`config.mk`:
```
export PLATFORM = sky130hd
export DESIGN_NAME = wfc_cdr_ctrl
export DESIGN_NICKNAME = d
export VERILOG_FILES = /design/src/wfc_sample_div.v /design/src/wfc_cdr_ctrl.v
export VERILOG_INCLUDE_DIRS = /design/src
export SDC_FILE = /design/constraint.sdc
export NUM_CORES = 1
export LEC_CHECK = 0
export ABC_CLOCK_PERIOD_IN_PS = 8900
export BUFFER_PORTS_ARGS = -buffer_cell sky130_fd_sc_hd__buf_2
export CORE_MARGIN = 2
export CORE_UTILIZATION = 40
export CTS_CLUSTER_DIAMETER = 100
export DETAILED_ROUTE_END_ITERATION = 10
export PLACE_DENSITY = 0.63
export SKIP_LAST_GASP = 1
export SYNTH_ARGS = -nofsm -noshare
export SYNTH_HDL_FRONTEND = slang
export SYNTH_SLANG_ARGS = --single-unit
```
`constraint.sdc`:
```
create_clock -name clock -period 8.9 [get_ports clock]
set_input_delay 1.335 -clock clock [delete_from_list [all_inputs] [get_ports clock]]
set_output_delay 1.335 -clock clock [all_outputs]
set_load 0.005 [all_outputs]
```
`src/wfc_defines.vh`:
```
// constants for the wake-frame clock and data recovery control block
`ifndef WFC_DEFINES_VH
`define WFC_DEFINES_VH

// register word addresses (7-bit)
`define WFC_ADDR_CTRL     7'h3e
`define WFC_ADDR_LIMIT    7'h3f

// reset values
`define WFC_CTRL_RESET    16'h0004
`define WFC_LIMIT_RESET   16'h9d8f

// control register field positions
`define WFC_EN_BIT        0
`define WFC_FILT_LO       2
`define WFC_FILT_HI       3
`define WFC_CLK_LO        5
`define WFC_CLK_HI        6

// limit register field positions
`define WFC_LIM_L_LO      0
`define WFC_LIM_L_HI      7
`define WFC_LIM_H_LO      8
`define WFC_LIM_H_HI      15

// filter select encodings
`define WFC_FILT_8        2'h0
`define WFC_FILT_16       2'h1
`define WFC_FILT_32       2'h2
`define WFC_FILT_ADAPT    2'h3

// filter time constants as shift amounts (8 = 2^3 ...)
`define WFC_SHIFT_8       3'h3
`define WFC_SHIFT_16      3'h4
`define WFC_SHIFT_32      3'h5

// adaptive spacing bounds, in bits
`define WFC_ADAPT_32_MIN  4'h2
`define WFC_ADAPT_32_MAX  4'h3
`define WFC_ADAPT_16_MAX  4'h8
`define WFC_ADAPT_8_MAX   4'ha

// bit-time estimate fraction width
`define WFC_FRAC_BITS     5

`endif

```
`src/wfc_sample_div.v`:
```
// sampling-rate divider: one-cycle enable at clock / 1, 2, 4 or 8
`timescale 1ns/1ps
module wfc_sample_div (
    input  wire       clock,
    input  wire       reset,
    input  wire       run,
    input  wire [1:0] clk_sel,
    output reg        sample_en
);
    reg [2:0] count;
    reg [2:0] mask;

    // ratio is a power of two, so a masked counter wrap marks the pulse
    always @* begin
        case (clk_sel)
            2'h0:    mask = 3'h0;
            2'h1:    mask = 3'h1;
            2'h2:    mask = 3'h3;
            default: mask = 3'h7;
        endcase
    end

    // counter held at zero while idle so the first sample is prompt
    always @(posedge clock) begin
        if (reset || !run) begin
            count     <= 3'h0;
            sample_en <= 1'b0;
        end else begin
            count     <= count + 3'h1;
            sample_en <= ((count & mask) == 3'h0);
        end
    end
endmodule // wfc_sample_div

```
`src/wfc_cdr_ctrl.v`:
```
// wake-frame clock and data recovery: control registers and bit-time tracker
`timescale 1ns/1ps
`include "wfc_defines.vh"
module wfc_cdr_ctrl (
    input  wire        clock,
    input  wire        reset,
    input  wire        restart,
    input  wire        reg_write,
    input  wire        reg_read,
    input  wire [6:0]  reg_addr,
    input  wire [15:0] reg_wdata,
    output reg  [15:0] reg_rdata,
    input  wire        rx_pin,
    output reg  [7:0]  bit_time,
    output reg         bit_tick,
    output reg         recovery_active
);
    // control and limit storage
    reg        recovery_enable;
    reg [1:0]  clock_select;
    reg [1:0]  filter_constant_select;
    reg [7:0]  upper_bit_time_bound;
    reg [7:0]  lower_bit_time_bound;

    // receive synchroniser and edge tracking
    reg        rx_meta;
    reg        rx_sync;
    reg        rx_prev;

    // tracker state
    reg [7:0]  phase;
    reg [3:0]  bit_count;
    reg [12:0] est_fx;

    wire        sample_en;
    wire [7:0]  est_int = est_fx[12:`WFC_FRAC_BITS];
    wire [7:0]  est_half = {1'b0, est_int[7:1]};
    wire        fall = rx_prev & ~rx_sync;
    wire [8:0]  bound_sum = {1'b0, upper_bit_time_bound} + {1'b0, lower_bit_time_bound};

    // reset words held as parameters so their fields can be picked apart;
    // a bare literal cannot be part-selected
    localparam [15:0] ctrl_reset_word  = `WFC_CTRL_RESET;
    localparam [15:0] limit_reset_word = `WFC_LIMIT_RESET;

    // saturating step of the bit counter; long gaps pin it at its top
    // instead of wrapping back into the short-spacing band
    function [3:0] sat_inc;
        input [3:0] value;
        begin
            if (value != 4'hf)
                sat_inc = value + 4'h1;
            else
                sat_inc = value;
        end
    endfunction

    // time-constant shift from the filter code and spacing in bits
    function [2:0] tc_shift;
        input [1:0] sel;
        input [3:0] nbits;
        begin
            case (sel)
                `WFC_FILT_8:  tc_shift = `WFC_SHIFT_8;
                `WFC_FILT_16: tc_shift = `WFC_SHIFT_16;
                `WFC_FILT_32: tc_shift = `WFC_SHIFT_32;
                default: begin
                    // spacings outside 2..10 bits fall back to 16
                    if (nbits >= `WFC_ADAPT_32_MIN && nbits <= `WFC_ADAPT_32_MAX)
                        tc_shift = `WFC_SHIFT_32;
                    else if (nbits > `WFC_ADAPT_32_MAX && nbits <= `WFC_ADAPT_16_MAX)
                        tc_shift = `WFC_SHIFT_16;
                    else if (nbits > `WFC_ADAPT_16_MAX && nbits <= `WFC_ADAPT_8_MAX)
                        tc_shift = `WFC_SHIFT_8;
                    else
                        tc_shift = `WFC_SHIFT_16;
                end
            endcase
        end
    endfunction

    wfc_sample_div u_div (
        .clock     (clock),
        .reset     (reset),
        .run       (recovery_enable),
        .clk_sel   (clock_select),
        .sample_en (sample_en)
    );

    // register writes; restart drops the enable and discards any write in the same cycle
    always @(posedge clock) begin
        if (reset) begin
            recovery_enable        <= ctrl_reset_word[`WFC_EN_BIT];
            clock_select           <= ctrl_reset_word[`WFC_CLK_HI:`WFC_CLK_LO];
            filter_constant_select <= ctrl_reset_word[`WFC_FILT_HI:`WFC_FILT_LO];
            upper_bit_time_bound   <= limit_reset_word[`WFC_LIM_H_HI:`WFC_LIM_H_LO];
            lower_bit_time_bound   <= limit_reset_word[`WFC_LIM_L_HI:`WFC_LIM_L_LO];
        end else if (restart) begin
            recovery_enable <= 1'b0;
        end else if (reg_write) begin
            if (reg_addr == `WFC_ADDR_CTRL) begin
                // only the defined fields are stored
                recovery_enable        <= reg_wdata[`WFC_EN_BIT];
                clock_select           <= reg_wdata[`WFC_CLK_HI:`WFC_CLK_LO];
                filter_constant_select <= reg_wdata[`WFC_FILT_HI:`WFC_FILT_LO];
            end else if (reg_addr == `WFC_ADDR_LIMIT) begin
                upper_bit_time_bound <= reg_wdata[`WFC_LIM_H_HI:`WFC_LIM_H_LO];
                lower_bit_time_bound <= reg_wdata[`WFC_LIM_L_HI:`WFC_LIM_L_LO];
            end
        end
    end

    // registered read data; unmapped addresses read zero
    always @(posedge clock) begin
        if (reset) begin
            reg_rdata <= 16'h0000;
        end else if (reg_read) begin
            case (reg_addr)
                `WFC_ADDR_CTRL:  reg_rdata <= {9'h000, clock_select, 1'b0,
                                    filter_constant_select, 1'b0, recovery_enable};
                `WFC_ADDR_LIMIT: reg_rdata <= {upper_bit_time_bound, lower_bit_time_bound};
                default:         reg_rdata <= 16'h0000;
            endcase
        end
    end

    // two flops before the pin reaches any logic
    always @(posedge clock) begin
        if (reset) begin
            rx_meta <= 1'b1;
            rx_sync <= 1'b1;
        end else begin
            rx_meta <= rx_pin;
            rx_sync <= rx_meta;
        end
    end

    // edge phase error and filtered, clamped estimate update
    reg                late;
    reg  [3:0]         nbits;
    reg  signed [9:0]  err;
    reg  signed [14:0] corr;
    reg  signed [14:0] sum;
    reg  signed [14:0] lo;
    reg  signed [14:0] hi;
    reg  [12:0]        next_est;
    always @* begin
        late  = (phase >= est_half);
        nbits = late ? sat_inc(bit_count) : bit_count;
        err   = late ? ($signed({2'b00, phase}) - $signed({2'b00, est_int}))
                     : $signed({2'b00, phase});
        // the estimate keeps 5 fraction bits, so 2^(5-shift) scales the error
        case (tc_shift(filter_constant_select, nbits))
            `WFC_SHIFT_8:  corr = {{5{err[9]}}, err} <<< 2;
            `WFC_SHIFT_16: corr = {{5{err[9]}}, err} <<< 1;
            default:       corr = {{5{err[9]}}, err};
        endcase
        sum = $signed({2'b00, est_fx}) + corr;
        lo  = $signed({2'b00, lower_bit_time_bound, {`WFC_FRAC_BITS{1'b0}}});
        hi  = $signed({2'b00, upper_bit_time_bound, {`WFC_FRAC_BITS{1'b0}}});
        // clamping at whole samples keeps a burst of noisy edges from dragging
        // the estimate outside the window that software set up
        if (sum < lo)
            next_est = lo[12:0];
        else if (sum > hi)
            next_est = hi[12:0];
        else
            next_est = sum[12:0];
    end

    // tracker: free-running bit phase, reseeded while disabled
    always @(posedge clock) begin
        if (reset || !recovery_enable) begin
            rx_prev   <= 1'b1;
            phase     <= 8'h00;
            bit_count <= 4'h0;
            est_fx    <= {bound_sum[8:1], {`WFC_FRAC_BITS{1'b0}}};
            bit_tick  <= 1'b0;
        end else begin
            bit_tick <= 1'b0;
            if (sample_en) begin
                rx_prev <= rx_sync;
                if (fall) begin
                    // a spacing under half a bit is noise and is not learned from
                    if (nbits != 4'h0)
                        est_fx <= next_est;
                    phase     <= 8'h00;
                    bit_count <= 4'h0;
                end else if (phase + 8'h01 >= est_int) begin
                    phase    <= 8'h00;
                    bit_tick <= 1'b1;
                    bit_count <= sat_inc(bit_count);
                end else begin
                    phase <= phase + 8'h01;
                end
            end
        end
    end

    // status outputs
    always @(posedge clock) begin
        if (reset) begin
            bit_time        <= 8'h00;
            recovery_active <= 1'b0;
        end else begin
            bit_time        <= est_int;
            recovery_active <= recovery_enable;
        end
    end
endmodule // wfc_cdr_ctrl

```
==> results.md, run 1 <==
* Post-synth EDFFs at 8
* Worst Hold Class: register to register
* CTS buffer count at 9
* Rel. slew slack at 0.419
* Worst R2R Setup Slack at 1.16 ns
* Peak supply drop at 0.129 mV
* CTS Root Cell: clkbuf_16
* Static leakage at 0.00285 uW
* CTS Buffer Depth at 2
* Grt total ovfl at 0
* Prevailing post-synth register cell: dfxtp_1
* Run status: finished, final reports clean
* CP max FO at 10
* Max-Cap Viols at 0
* Max Fclk at 0.129 GHz
* Crit path launch: est_fx[12]$_DFFE_PP_
* Initial antenna violation count at 0
* Drt total wl at 14800 um
* Critical Path AT at 7.82 ns
* Die Y at 123 um
* Initial drt markers at 392
* Fin Hold WS at 0.409 ns
* Setup crit end kind: register
* # port buffers at 54
* Setup_tns at 0 ns
* Final Setup Violations at 0
* Die W at 123 um
* Drt pass-1 iters at 5
* Post-DP HPWL at 11400 um
* PostCTS Resize Cnt at 0
* Final Net Count at 825
* Initial Util at 0.408
* Gr usage total at 0.206
* Hold Path Sink: rx_sync$_SDFF_PP1_
* Fin util at 0.459
* Fin. Hold Viols at 0
* Number of global-route vias before repair at 4948
* Synth area leader: dfxtp_1
* Skew-Pair Late Insertion Delay at 0.34 ns
* Sequential share of the synthesized area at 0.294
* Worst r2r src: est_fx[12]$_DFFE_PP_
* Core area at 13800 um2
* CP Class: register to register
* Vias at 5096
* Num ports at 55
* Worst Max-Slew Pin Slew at 0.872 ns
* Number of synthesized register bits at 79
* Top post-synthesis cells by count: a21oi_1, dfxtp_1, ha_1
* Post-synth top area share at 0.252
* Unique masters post-synth at 62
* Async SR Flop Fraction at 0
* Clock sinks at 79
* Yosys synthesis warning count at 0
* Htree depth at 3
* Crit start category: register
* Row count at 43
* Fin crit share at 0.869
* Worst path required time at 8.99 ns
* WHS Path Cells at 1
* Worst r2r dst: est_fx[11]$_DFFE_PP_
* RSZ-0062 raised after global routing: no
* Setup Buffers After CTS at 0
* Hold_sp: rx_meta$_SDFF_PP1_
* Power, Total at 753 uW
* Tmin final at 7.74 ns
* ANT cells at 0
* Power density over cell area at 119 nW/um2
* Die area at 15100 um2
* GPL Wtd Cong at 0.954
* Synth area leaders: dfxtp_1, ha_1, a21oi_1
* Wire length per cell at 16.3 um
* Clock slew at reported path FFs at 0.06 ns
* DRC at 0
* Worst Reg-to-Reg Cells at 25
* Largest net degree at the start of global routing at 38
* First-pass GRT wire length at 24300 um
* Post-synthesis average cell area at 8.24 um2
* Setup Skew at 0.00630 ns
* Final ANT Viol Nets at 0
* Synthesized instance count at 685
* Via/cell ratio at 5.59
* Area delta synth->final at 12.4%
* Layout cell share with drive strength beyond 1 at 0.131
* Cts hold-fix bufs at 0
* Max-slew violation count at 0
* Syn_nets at 783
* CTS tree: done
* Cell area after synthesis at 5650 um2
## per-stage QoR
step                      cell area, um2  cells  setup WS (ns)
after global placement              6050    896           1.83
final                               6340    911           1.16
after global routing                6340    911          0.669
after detailed placement            6050    896           1.39
after CTS                           6340    911           1.34
after floorplan                     5650    685           2.54
## layer usage
| metal | GRT usage | part of all wire |
|---|---|---|
| met1 | 0.259 | 0.45 |
| met2 | 0.345 | 0.47 |
| met4 | 0.0711 | 0.023 |
| met3 | 0.0460 | 0.059 |
| met5 | 0 | 0 |
## power breakdown
part | internal [uW] | total, uW | switching, uW
logic | 11.3 | 26.7 | 15.4
registers | 361 | 362 | 0.929
clock network | 216 | 364 | 148
total | 588 | 753 | 164
## worst max path at each step
| stage | cells after the start | endpoint |
|---|---|---|
| floorplan | 30 | est_fx[10]$_DFFE_PP_ |
| finish | 25 | est_fx[11]$_DFFE_PP_ |
| global placement | 25 | est_fx[6]$_DFFE_PP_ |
| CTS | 25 | est_fx[11]$_DFFE_PP_ |
| detailed placement | 25 | est_fx[11]$_DFFE_PP_ |
| global route | 27 | est_fx[11]$_DFFE_PP_ |
## critical path, stage by stage (launching register included)
cell       delay, ns
edfxtp_1        0.39
inv_1           0.18
ha_1            0.30
nand4_1         0.12
o211ai_1        0.18
o21ai_0         0.53
a221oi_1        0.19
o221ai_1        0.71
nand2b_1        0.37
nor2_1          0.18
ha_1            0.22
inv_1           0.07
fa_1            0.39
nand2b_1        0.17
a21oi_1         0.18
o21a_1          0.21
xor2_1          0.37
ha_1            0.35
a2111oi_0       0.44
o21ai_0         0.17
a221oi_1        0.30
a21oi_1         0.16
o21ai_1         0.32
and2_1          0.27
mux2_2          0.36
a221o_1         0.33
## flip-flops by register name, indices dropped and copies added, names as in the netlist
name,count
u_div.count,3
clock_select,2
rx_sync,1
bit_count,4
est_fx,13
bit_tick,1
lower_bit_time_bound,8
phase,8
u_div.sample_en,1
rx_meta,1
reg_rdata,16
recovery_enable,1
rx_prev,1
upper_bit_time_bound,8
recovery_active,1
filter_constant_select,2
bit_time,8
## kinds of logic after synthesis
kind of cell | share of synthesized area
xor gates and xnor gates | 0.0434
adders and majority gates | 0.157
AOI/OAI and AO/OA | 0.215
muxes | 0.0490
buffers and inverters | 0.0492
and+or+nand+nor | 0.193
DFF | 0.294
## cell usage in the layout, fill, tap and decap left out, types with 5 or more instances in the layout
cell,count
buf_2,54
dfxtp_1,71
nor3_1,12
a22o_1,6
nand3_1,16
mux2i_1,13
clkbuf_16,9
a21o_1,6
xnor2_1,16
a221o_1,6
o21ai_1,7
and2_1,5
nor2_1,65
xor2_1,12
o221ai_1,5
a21oi_1,71
ha_1,66
o211ai_1,20
o21ai_0,23
nand2b_1,17
edfxtp_1,8
and3_1,8
o21a_1,9
nand4_1,6
mux2_2,13
nand2_1,58
nor2b_1,21
inv_1,46
## area by class of cell
| type | instances | area [um2] |
|---|---|---|
| fillers | 1366 | 7480 |
| multi-input cells | 534 | 3710 |
| flip-flops and latches | 79 | 1660 |
| repair buffers | 56 | 285 |
| clock buffers | 10 | 229 |
| well taps | 180 | 225 |
| inverters | 47 | 176 |
| clock inverters | 5 | 60.1 |
(Power assumes the default switching activity.)
==> run 2, diff against run 1 <==
--- a/config.mk
+++ b/config.mk
@@ -9,10 +9,10 @@
 export ABC_CLOCK_PERIOD_IN_PS = 8900
 export BUFFER_PORTS_ARGS = -buffer_cell sky130_fd_sc_hd__buf_2
 export CORE_MARGIN = 2
-export CORE_UTILIZATION = 40
+export CORE_UTILIZATION = 60
 export CTS_CLUSTER_DIAMETER = 100
 export DETAILED_ROUTE_END_ITERATION = 10
-export PLACE_DENSITY = 0.63
+export PLACE_DENSITY = 0.86
 export SKIP_LAST_GASP = 1
 export SYNTH_ARGS = -nofsm -noshare
 export SYNTH_HDL_FRONTEND = slang
==> run 2 against run 1 <==
Clock power fell by 20%. First-iteration DRC count fell by 33%. Setup slack improved by 0.18 ns. Routed wire length fell by 2.3%. Total power fell by 9.6%. Critical endpoint is now est_fx[6]$_DFFE_PP_.
==> results.md, run 2 (synthesized netlist as in run 1, its figures left out) <==
* Fin crit share at 0.850 (was 0.869)
* Critical Path AT at 7.67 ns (was 7.82 ns)
* Power density over cell area at 110 nW/um2 (was 119 nW/um2)
* Tmin final at 7.56 ns (was 7.74 ns)
* Final Setup Violations at 0 (unchanged)
* CP peak stage delay at 0.70 ns (was 0.71 ns)
* Peak supply drop at 0.101 mV (was 0.129 mV)
* Grt total ovfl at 0 (unchanged)
* CP most frequent cell: ha_1 (unchanged)
* First-pass GRT wire length at 23500 um (was 24300 um)
* Sequential share of power at 0.531 (was 0.481)
* Vias at 5170 (was 5096)
* Clk pwr share at 0.430 (was 0.484)
* Wire length per cell at 17.2 um (was 16.3 um)
* Internal power at 507 uW (was 588 uW)
* Worst Hold Class: register to register (unchanged)
* Comb pwr share at 0.039 (was 0.036)
* Via/cell ratio at 6.13 (was 5.59)
* Crit start category: register (unchanged)
* Skew-Pair Late Insertion Delay at 0.37 ns (was 0.34 ns)
* Final instance area at 6170 um2 (was 6340 um2)
* Max Fclk at 0.132 GHz (was 0.129 GHz)
* CTS Root Cell: clkbuf_8 (was clkbuf_16)
* Die Y at 101 um (was 123 um)
* Most frequent cells in the layout: a21oi_1, dfxtp_1, ha_1, nor2_1, nand2_1 (unchanged)
* Initial Util at 0.614 (was 0.408)
* Setup Skew at 0.0104 ns (was 0.00630 ns)
* Largest regs: reg_rdata x16, est_fx x13 (unchanged)
* Drt pass-1 iters at 6 (was 5)
* Final Net Count at 825 (unchanged)
* CTS tree: done (unchanged)
* Switching Fraction at 0.255 (was 0.218)
* Drt total wl at 14500 um (was 14800 um)
* CP max FO at 10 (unchanged)
* DRC at 0 (unchanged)
* Pre-CTS setup slack at 1.56 ns (was 1.39 ns)
* Rel. slew slack at 0.419 (about the same)
* CP max-delay cell: o221ai_1 (unchanged)
* Setup Buffers After CTS at 0 (unchanged)
* CP top delay family: compound AO/OA/AOI/OAI gates (unchanged)
* Number of buffers and inverters on the critical path at 2 (unchanged)
* PostCTS Resize Cnt at 0 (unchanged)
* Htree depth at 3 (unchanged)
* Max-Cap Viols at 0 (unchanged)
* Num ports at 55 (unchanged)
* Row count at 35 (was 43)
* Core area at 9200 um2 (was 13800 um2)
* Gr usage total at 0.292 (was 0.206)
* Worst Max-Slew Pin Slew at 0.871 ns (was 0.872 ns)
* Worst path required time at 9.01 ns (was 8.99 ns)
* Final setup margin at 1.34 ns (was 1.16 ns)
* CTS buffer count at 9 (unchanged)
* Die W at 101 um (was 123 um)
* Initial antenna violation count at 0 (unchanged)
* Sequential cell area at 1660 um2 (unchanged)
* Largest register FFs at 16 (unchanged)
* Setup crit end kind: register (unchanged)
* Largest net degree at the start of global routing at 38 (unchanged)
* Clock sinks at 79 (unchanged)
* Number of global-route vias before repair at 5014 (was 4948)
* # port buffers at 54 (unchanged)
* Setup_tns at 0 ns (unchanged)
* Run status: finished, final reports clean (unchanged)
* Fill cells at 749 (was 1366)
* Die area at 10200 um2 (was 15100 um2)
* GPL Wtd Cong at 0.937 (was 0.954)
* Initial drt markers at 263 (was 392)
* Static leakage at 0.00282 uW (was 0.00285 uW)
* Final ANT Viol Nets at 0 (unchanged)
* Largest Register: reg_rdata (unchanged)
* Post-DP HPWL at 10800 um (was 11400 um)
* Area delta synth->final at 9.37% (was 12.4%)
* Fin. Hold Viols at 0 (unchanged)
* Layout cell share with drive strength beyond 1 at 0.134 (was 0.131)
* Cts hold-fix bufs at 0 (unchanged)
* Clock slew at reported path FFs at 0.10 ns (was 0.06 ns)
* ANT cells at 0 (unchanged)
* Placed Instance Area at 5970 um2 (was 6050 um2)
* Fin Hold WS at 0.441 ns (was 0.409 ns)
* RSZ-0062 raised after global routing: no (unchanged)
* Switching power at 173 uW (was 164 uW)
* Footprint of the multi-input gates at 3710 um2 (unchanged)
* CP Class: register to register (unchanged)
* CTS Buffer Depth at 2 (unchanged)
* Max-slew violation count at 0 (unchanged)
## run 2: cell count changes in the layout (fill, tap and decap cells not counted)
cell	previous run	this run
clkbuf_1	1	0
clkbuf_16	9	0
clkbuf_8	0	9
clkinv_2	1	0
clkinv_4	2	1
clkinvlp_4	1	0
inv_4	0	1
inv_6	0	3
inv_8	0	1
## run 2: worst paths after layout
| check | from | endpoint | slack (ns) | cells past startpoint |
|---|---|---|---|---|
| min reg2reg | rx_meta$_SDFF_PP1_ | rx_sync$_SDFF_PP1_ | 0.44 | 1 |
| max | est_fx[12]$_DFFE_PP_ | est_fx[6]$_DFFE_PP_ | 1.34 | 25 |
| max reg2reg | est_fx[12]$_DFFE_PP_ | est_fx[6]$_DFFE_PP_ | 1.34 | 25 |
| min | rx_meta$_SDFF_PP1_ | rx_sync$_SDFF_PP1_ | 0.44 | 1 |
## run 2: layout make-up
cell class,instances,area share
clock buffer,9,0.0201
clock inverter,7,0.0134
inverter,47,0.0286
multi-input combinational,534,0.600
sequential,79,0.269
tap,111,0.0225
timing repair buffer,56,0.0462
## run 2: routing by layer
layer	global-route usage	share of wire
met2	0.514	0.49
met5	0	0
met1	0.353	0.43
met4	0.0998	0.024
met3	0.0610	0.058
## run 2: power by group through the flow
stage               Combinational (uW)  Clock, uW  Sequential (uW)
floorplan                         14.9          0              370
global placement                  25.5          0              369
detailed placement                26.2          0              370
CTS                               26.4        294              361
global route                      29.5        307              362
finish                            26.9        292              361
## run 2: metrics by stage
step | power (uW) | std cells | util
floorplan | 384 | 685 | -
global placement | 395 | 827 | 0.649
detailed placement | 396 | 827 | 0.649
CTS | 681 | 843 | 0.671
global route | 698 | 843 | 0.671
finish | 681 | 843 | 0.671
## run 2: worst register-to-register path, stage by stage, from the launching register on
cell,delay (ns)
edfxtp_1,0.40
inv_1,0.18
ha_1,0.30
nand4_1,0.12
o211ai_1,0.19
o21ai_0,0.54
a221oi_1,0.19
o221ai_1,0.70
nand2b_1,0.38
nor2_1,0.19
ha_1,0.23
inv_1,0.07
fa_1,0.39
nand2b_1,0.18
a21oi_1,0.19
o21a_1,0.21
xor2_1,0.31
ha_1,0.33
a2111oi_0,0.40
o21ai_0,0.15
a221oi_1,0.28
a21oi_1,0.15
o21bai_1,0.30
nand2_1,0.25
mux2_2,0.34
a221o_1,0.37
==> run 3, diff against run 2 <==
--- a/config.mk
+++ b/config.mk
@@ -6,13 +6,14 @@
 export SDC_FILE = /design/constraint.sdc
 export NUM_CORES = 1
 export LEC_CHECK = 0
-export ABC_CLOCK_PERIOD_IN_PS = 8900
+export ABC_AREA = 1
+export ABC_CLOCK_PERIOD_IN_PS = 7900
 export BUFFER_PORTS_ARGS = -buffer_cell sky130_fd_sc_hd__buf_2
 export CORE_MARGIN = 2
-export CORE_UTILIZATION = 60
+export CORE_UTILIZATION = 61
 export CTS_CLUSTER_DIAMETER = 100
 export DETAILED_ROUTE_END_ITERATION = 10
-export PLACE_DENSITY = 0.86
+export PLACE_DENSITY = 0.87
 export SKIP_LAST_GASP = 1
 export SYNTH_ARGS = -nofsm -noshare
 export SYNTH_HDL_FRONTEND = slang
==> constraint.sdc (replaced) <==
create_clock -name clock -period 7.9 [get_ports clock]
set_input_delay 1.185 -clock clock [delete_from_list [all_inputs] [get_ports clock]]
set_output_delay 1.185 -clock clock [all_outputs]
set_load 0.005 [all_outputs]
==> run 3 against run 2 <==
Clock skew is 0.0038 ns higher. Combinational power rose by 68%. Hold slack lost 0.0095 ns. Die area grew 5.0%. Sequential cell count unchanged.
==> results.md, run 3 <==
* Largest register FFs at 16 (unchanged)
* Clock sinks at 79 (unchanged)
* Worst path required time at 8.02 ns (was 9.01 ns)
* Max-Cap Viols at 0 (unchanged)
* Sequential cell area at 1660 um2 (unchanged)
* Final Setup Violations at 0 (unchanged)
* Post-synth EDFFs at 8 (unchanged)
* Worst Reg-to-Reg Cells at 41 (was 25)
* Worst r2r dst: est_fx[9]$_DFFE_PP_ (was est_fx[6]$_DFFE_PP_)
* Syn_nets at 985 (was 783)
* Clock slew at reported path FFs at 0.09 ns (was 0.10 ns)
* Worst r2r src: est_fx[7]$_DFFE_PP_ (was est_fx[12]$_DFFE_PP_)
* Run status: finished, final reports clean (unchanged)
* Post-DP HPWL at 11500 um (was 10800 um)
* CTS buffer count at 9 (unchanged)
* Number of synthesized register bits at 79 (unchanged)
* CP most frequent cell: nand2_1 (was ha_1)
* Setup Skew at 0.0142 ns (was 0.0104 ns)
* CTS tree: done (unchanged)
* Synthesized instance count at 887 (was 685)
* Wire length per cell at 13.6 um (was 17.2 um)
* Worst Hold Class: register to register (unchanged)
* RSZ-0062 raised after global routing: no (unchanged)
* GPL Wtd Cong at 0.966 (was 0.937)
* CP max FO at 28 (was 10)
* Cts hold-fix bufs at 0 (unchanged)
* Top post-synthesis cells by count: nand2_1, inv_1, dfxtp_1 (was a21oi_1, dfxtp_1, ha_1)
* Critical Path AT at 5.99 ns (was 7.67 ns)
* Max-slew violation count at 0 (unchanged)
* Initial drt markers at 352 (was 263)
* Most common cell after layout, fill and taps aside: nand2_1
* Drt total wl at 14600 um (was 14500 um)
* Die Y at 103 um (was 101 um)
* Cell count along the critical path at 41 (was 25)
* Max Fclk at 0.170 GHz (was 0.132 GHz)
* Power density over cell area at 115 nW/um2 (was 110 nW/um2)
* Pre-CTS setup slack at 2.20 ns (was 1.56 ns)
* Grt total ovfl at 0 (unchanged)
* Non-Filler Instances at 1072 (was 843)
* Prevailing post-synth register cell: dfxtp_1 (unchanged)
* Number of buffers and inverters on the critical path at 6 (was 2)
* Worst Max-Slew Pin Slew at 0.651 ns (was 0.871 ns)
* Gr usage total at 0.289 (was 0.292)
* CTS Buffer Depth at 2 (unchanged)
* Static leakage at 0.00346 uW (was 0.00282 uW)
* Worst R2R Setup Slack at 2.03 ns (was 1.34 ns)
* Async SR Flop Fraction at 0 (unchanged)
* CP max-delay cell: edfxtp_1 (was o221ai_1)
* Most frequent cells in the layout: nand2_1, inv_1, dfxtp_1, nand3_1, ha_1 (was a21oi_1, dfxtp_1, ha_1, nor2_1, nand2_1)
* Largest regs: reg_rdata x16, est_fx x13 (unchanged)
* Die W at 103 um (was 101 um)
* Core area at 9680 um2 (was 9200 um2)
* Footprint of the multi-input gates at 3750 um2 (was 3710 um2)
* Worst setup path endpoint: est_fx[9]$_DFFE_PP_ (was est_fx[6]$_DFFE_PP_)
* Initial antenna violation count at 0 (unchanged)
* Unique masters post-synth at 50 (was 62)
* Row count at 36 (was 35)
* Initial Util at 0.624 (was 0.614)
* Power, Total at 758 uW (was 681 uW)
* CP peak stage delay at 0.44 ns (was 0.70 ns)
* Fill cells at 858 (was 749)
* Number of global-route vias before repair at 5314 (was 5014)
* CP Class: register to register (unchanged)
* Largest Register: reg_rdata (unchanged)
* Final ANT Viol Nets at 0 (unchanged)
* Post-synthesis average cell area at 6.81 um2 (was 8.24 um2)
* ANT cells at 0 (unchanged)
* Most frequent cell after synthesis: nand2_1
* Setup crit end kind: register (unchanged)
* CP top delay family: simple AND/OR/NAND/NOR gates (was compound AO/OA/AOI/OAI gates)
* Drt pass-1 iters at 5 (was 6)
* Yosys synthesis warning count at 0 (unchanged)
* Largest net degree at the start of global routing at 33 (was 38)
* Setup Buffers After CTS at 0 (unchanged)
* Vias at 5768 (was 5170)
* Tmin final at 5.87 ns (was 7.56 ns)
* Sequential share of the synthesized area at 0.275 (was 0.294)
* Fin crit share at 0.743 (was 0.850)
* DRC at 0 (unchanged)
* Setup_tns at 0 ns (unchanged)
* Fin. Hold Viols at 0 (unchanged)
* Via/cell ratio at 5.38 (was 6.13)
* Area delta synth->final at 8.99% (was 9.37%)
* Skew-Pair Late Insertion Delay at 0.37 ns (about the same)
* Crit path launch: est_fx[7]$_DFFE_PP_ (was est_fx[12]$_DFFE_PP_)
* Cell area after synthesis at 6040 um2 (was 5650 um2)
* CTS Root Cell: clkbuf_8 (unchanged)
* Rel. slew slack at 0.563 (was 0.419)
* Synth area leader: dfxtp_1 (unchanged)
* First-pass GRT wire length at 24200 um (was 23500 um)
* Final Net Count at 1032 (was 825)
* PostCTS Resize Cnt at 0 (unchanged)
* Post-synth top area share at 0.235 (was 0.252)
* Layout cell share with drive strength beyond 1 at 0.116 (was 0.134)
* Final setup margin at 2.03 ns (was 1.34 ns)
* Htree depth at 3 (unchanged)
* Crit start category: register (unchanged)
* Die area at 10700 um2 (was 10200 um2)
* DP Cell Count at 1056 (was 827)
* Synth area leaders: dfxtp_1, nand2_1, ha_1 (was dfxtp_1, ha_1, a21oi_1)
* Fin util at 0.680 (was 0.671)
* # port buffers at 54 (unchanged)
* Peak supply drop at 0.0930 mV (was 0.101 mV)
* Num ports at 55 (unchanged)
## run 3: changes by cell type after synthesis, moves of 18 or more
| cell | previous run | this run |
|---|---|---|
| nand2_1 | 58 | 226 |
| inv_1 | 46 | 138 |
| nand3_1 | 16 | 69 |
| o21ai_0 | 23 | 51 |
| nor2b_1 | 21 | 0 |
| o211ai_1 | 20 | 2 |
## run 3: report_power, final
group          internal, uW  switching [uW]  leakage [uW]
combinational          18.1            27.0       0.00271
sequential              410            2.84      0.000659
clock                   127             173     0.0000941
## run 3: worst reg2reg max path: cells and delay by family, from the launching register on
kind / cells / cell delay, ns
flops: 1 / 0.44
simple gates: 28 / 2.76
compound gates: 2 / 0.50
fa+ha+maj: 4 / 1.13
buf+inv: 6 / 0.56
xor+xnor: 1 / 0.24
## run 3: how the worst min path moves through the flow
stage                             from                  to  slack, ns  depth (start not counted)
floorplan           rx_meta$_SDFF_PP1_  rx_sync$_SDFF_PP1_       0.39                          1
global placement    rx_meta$_SDFF_PP1_  rx_sync$_SDFF_PP1_       0.39                          1
detailed placement  rx_meta$_SDFF_PP1_  rx_sync$_SDFF_PP1_       0.42                          1
CTS                 rx_meta$_SDFF_PP1_  rx_sync$_SDFF_PP1_       0.44                          1
global route        rx_meta$_SDFF_PP1_  rx_sync$_SDFF_PP1_       0.45                          1
finish              rx_meta$_SDFF_PP1_  rx_sync$_SDFF_PP1_       0.43                          1
## run 3: area by class of cell
| type | instances | share of cell area |
|---|---|---|
| Timing Repair Buffer | 56 | 0.0433 |
| Multi-Input combinational cell | 647 | 0.570 |
| Tap cell | 133 | 0.0253 |
| Inverter | 141 | 0.0804 |
| Clock inverter | 6 | 0.00722 |
| Sequential cell | 79 | 0.252 |
| Clock buffer | 10 | 0.0209 |
## run 3: cell families after synthesis
kind of cell	synth area share
and+or+nand+nor	0.301
buffers and inverters	0.104
AOI/OAI and AO/OA	0.144
DFF	0.275
adders and majority gates	0.147
xor gates and xnor gates	0.0290
## run 3: routing by layer
layer | global-route usage | part of all wire
met4 | 0.120 | 0.026
met3 | 0.0383 | 0.059
met1 | 0.369 | 0.45
met2 | 0.492 | 0.46
met5 | 0 | 0
## run 3: per-stage QoR
| stage | cell area [um2] | hold WS, ns |
|---|---|---|
| global route | 6580 | 0.449 |
| floorplan | 6040 | 0.389 |
| CTS | 6580 | 0.441 |
| finish | 6580 | 0.432 |
| detailed placement | 6400 | 0.418 |
| global placement | 6400 | 0.392 |
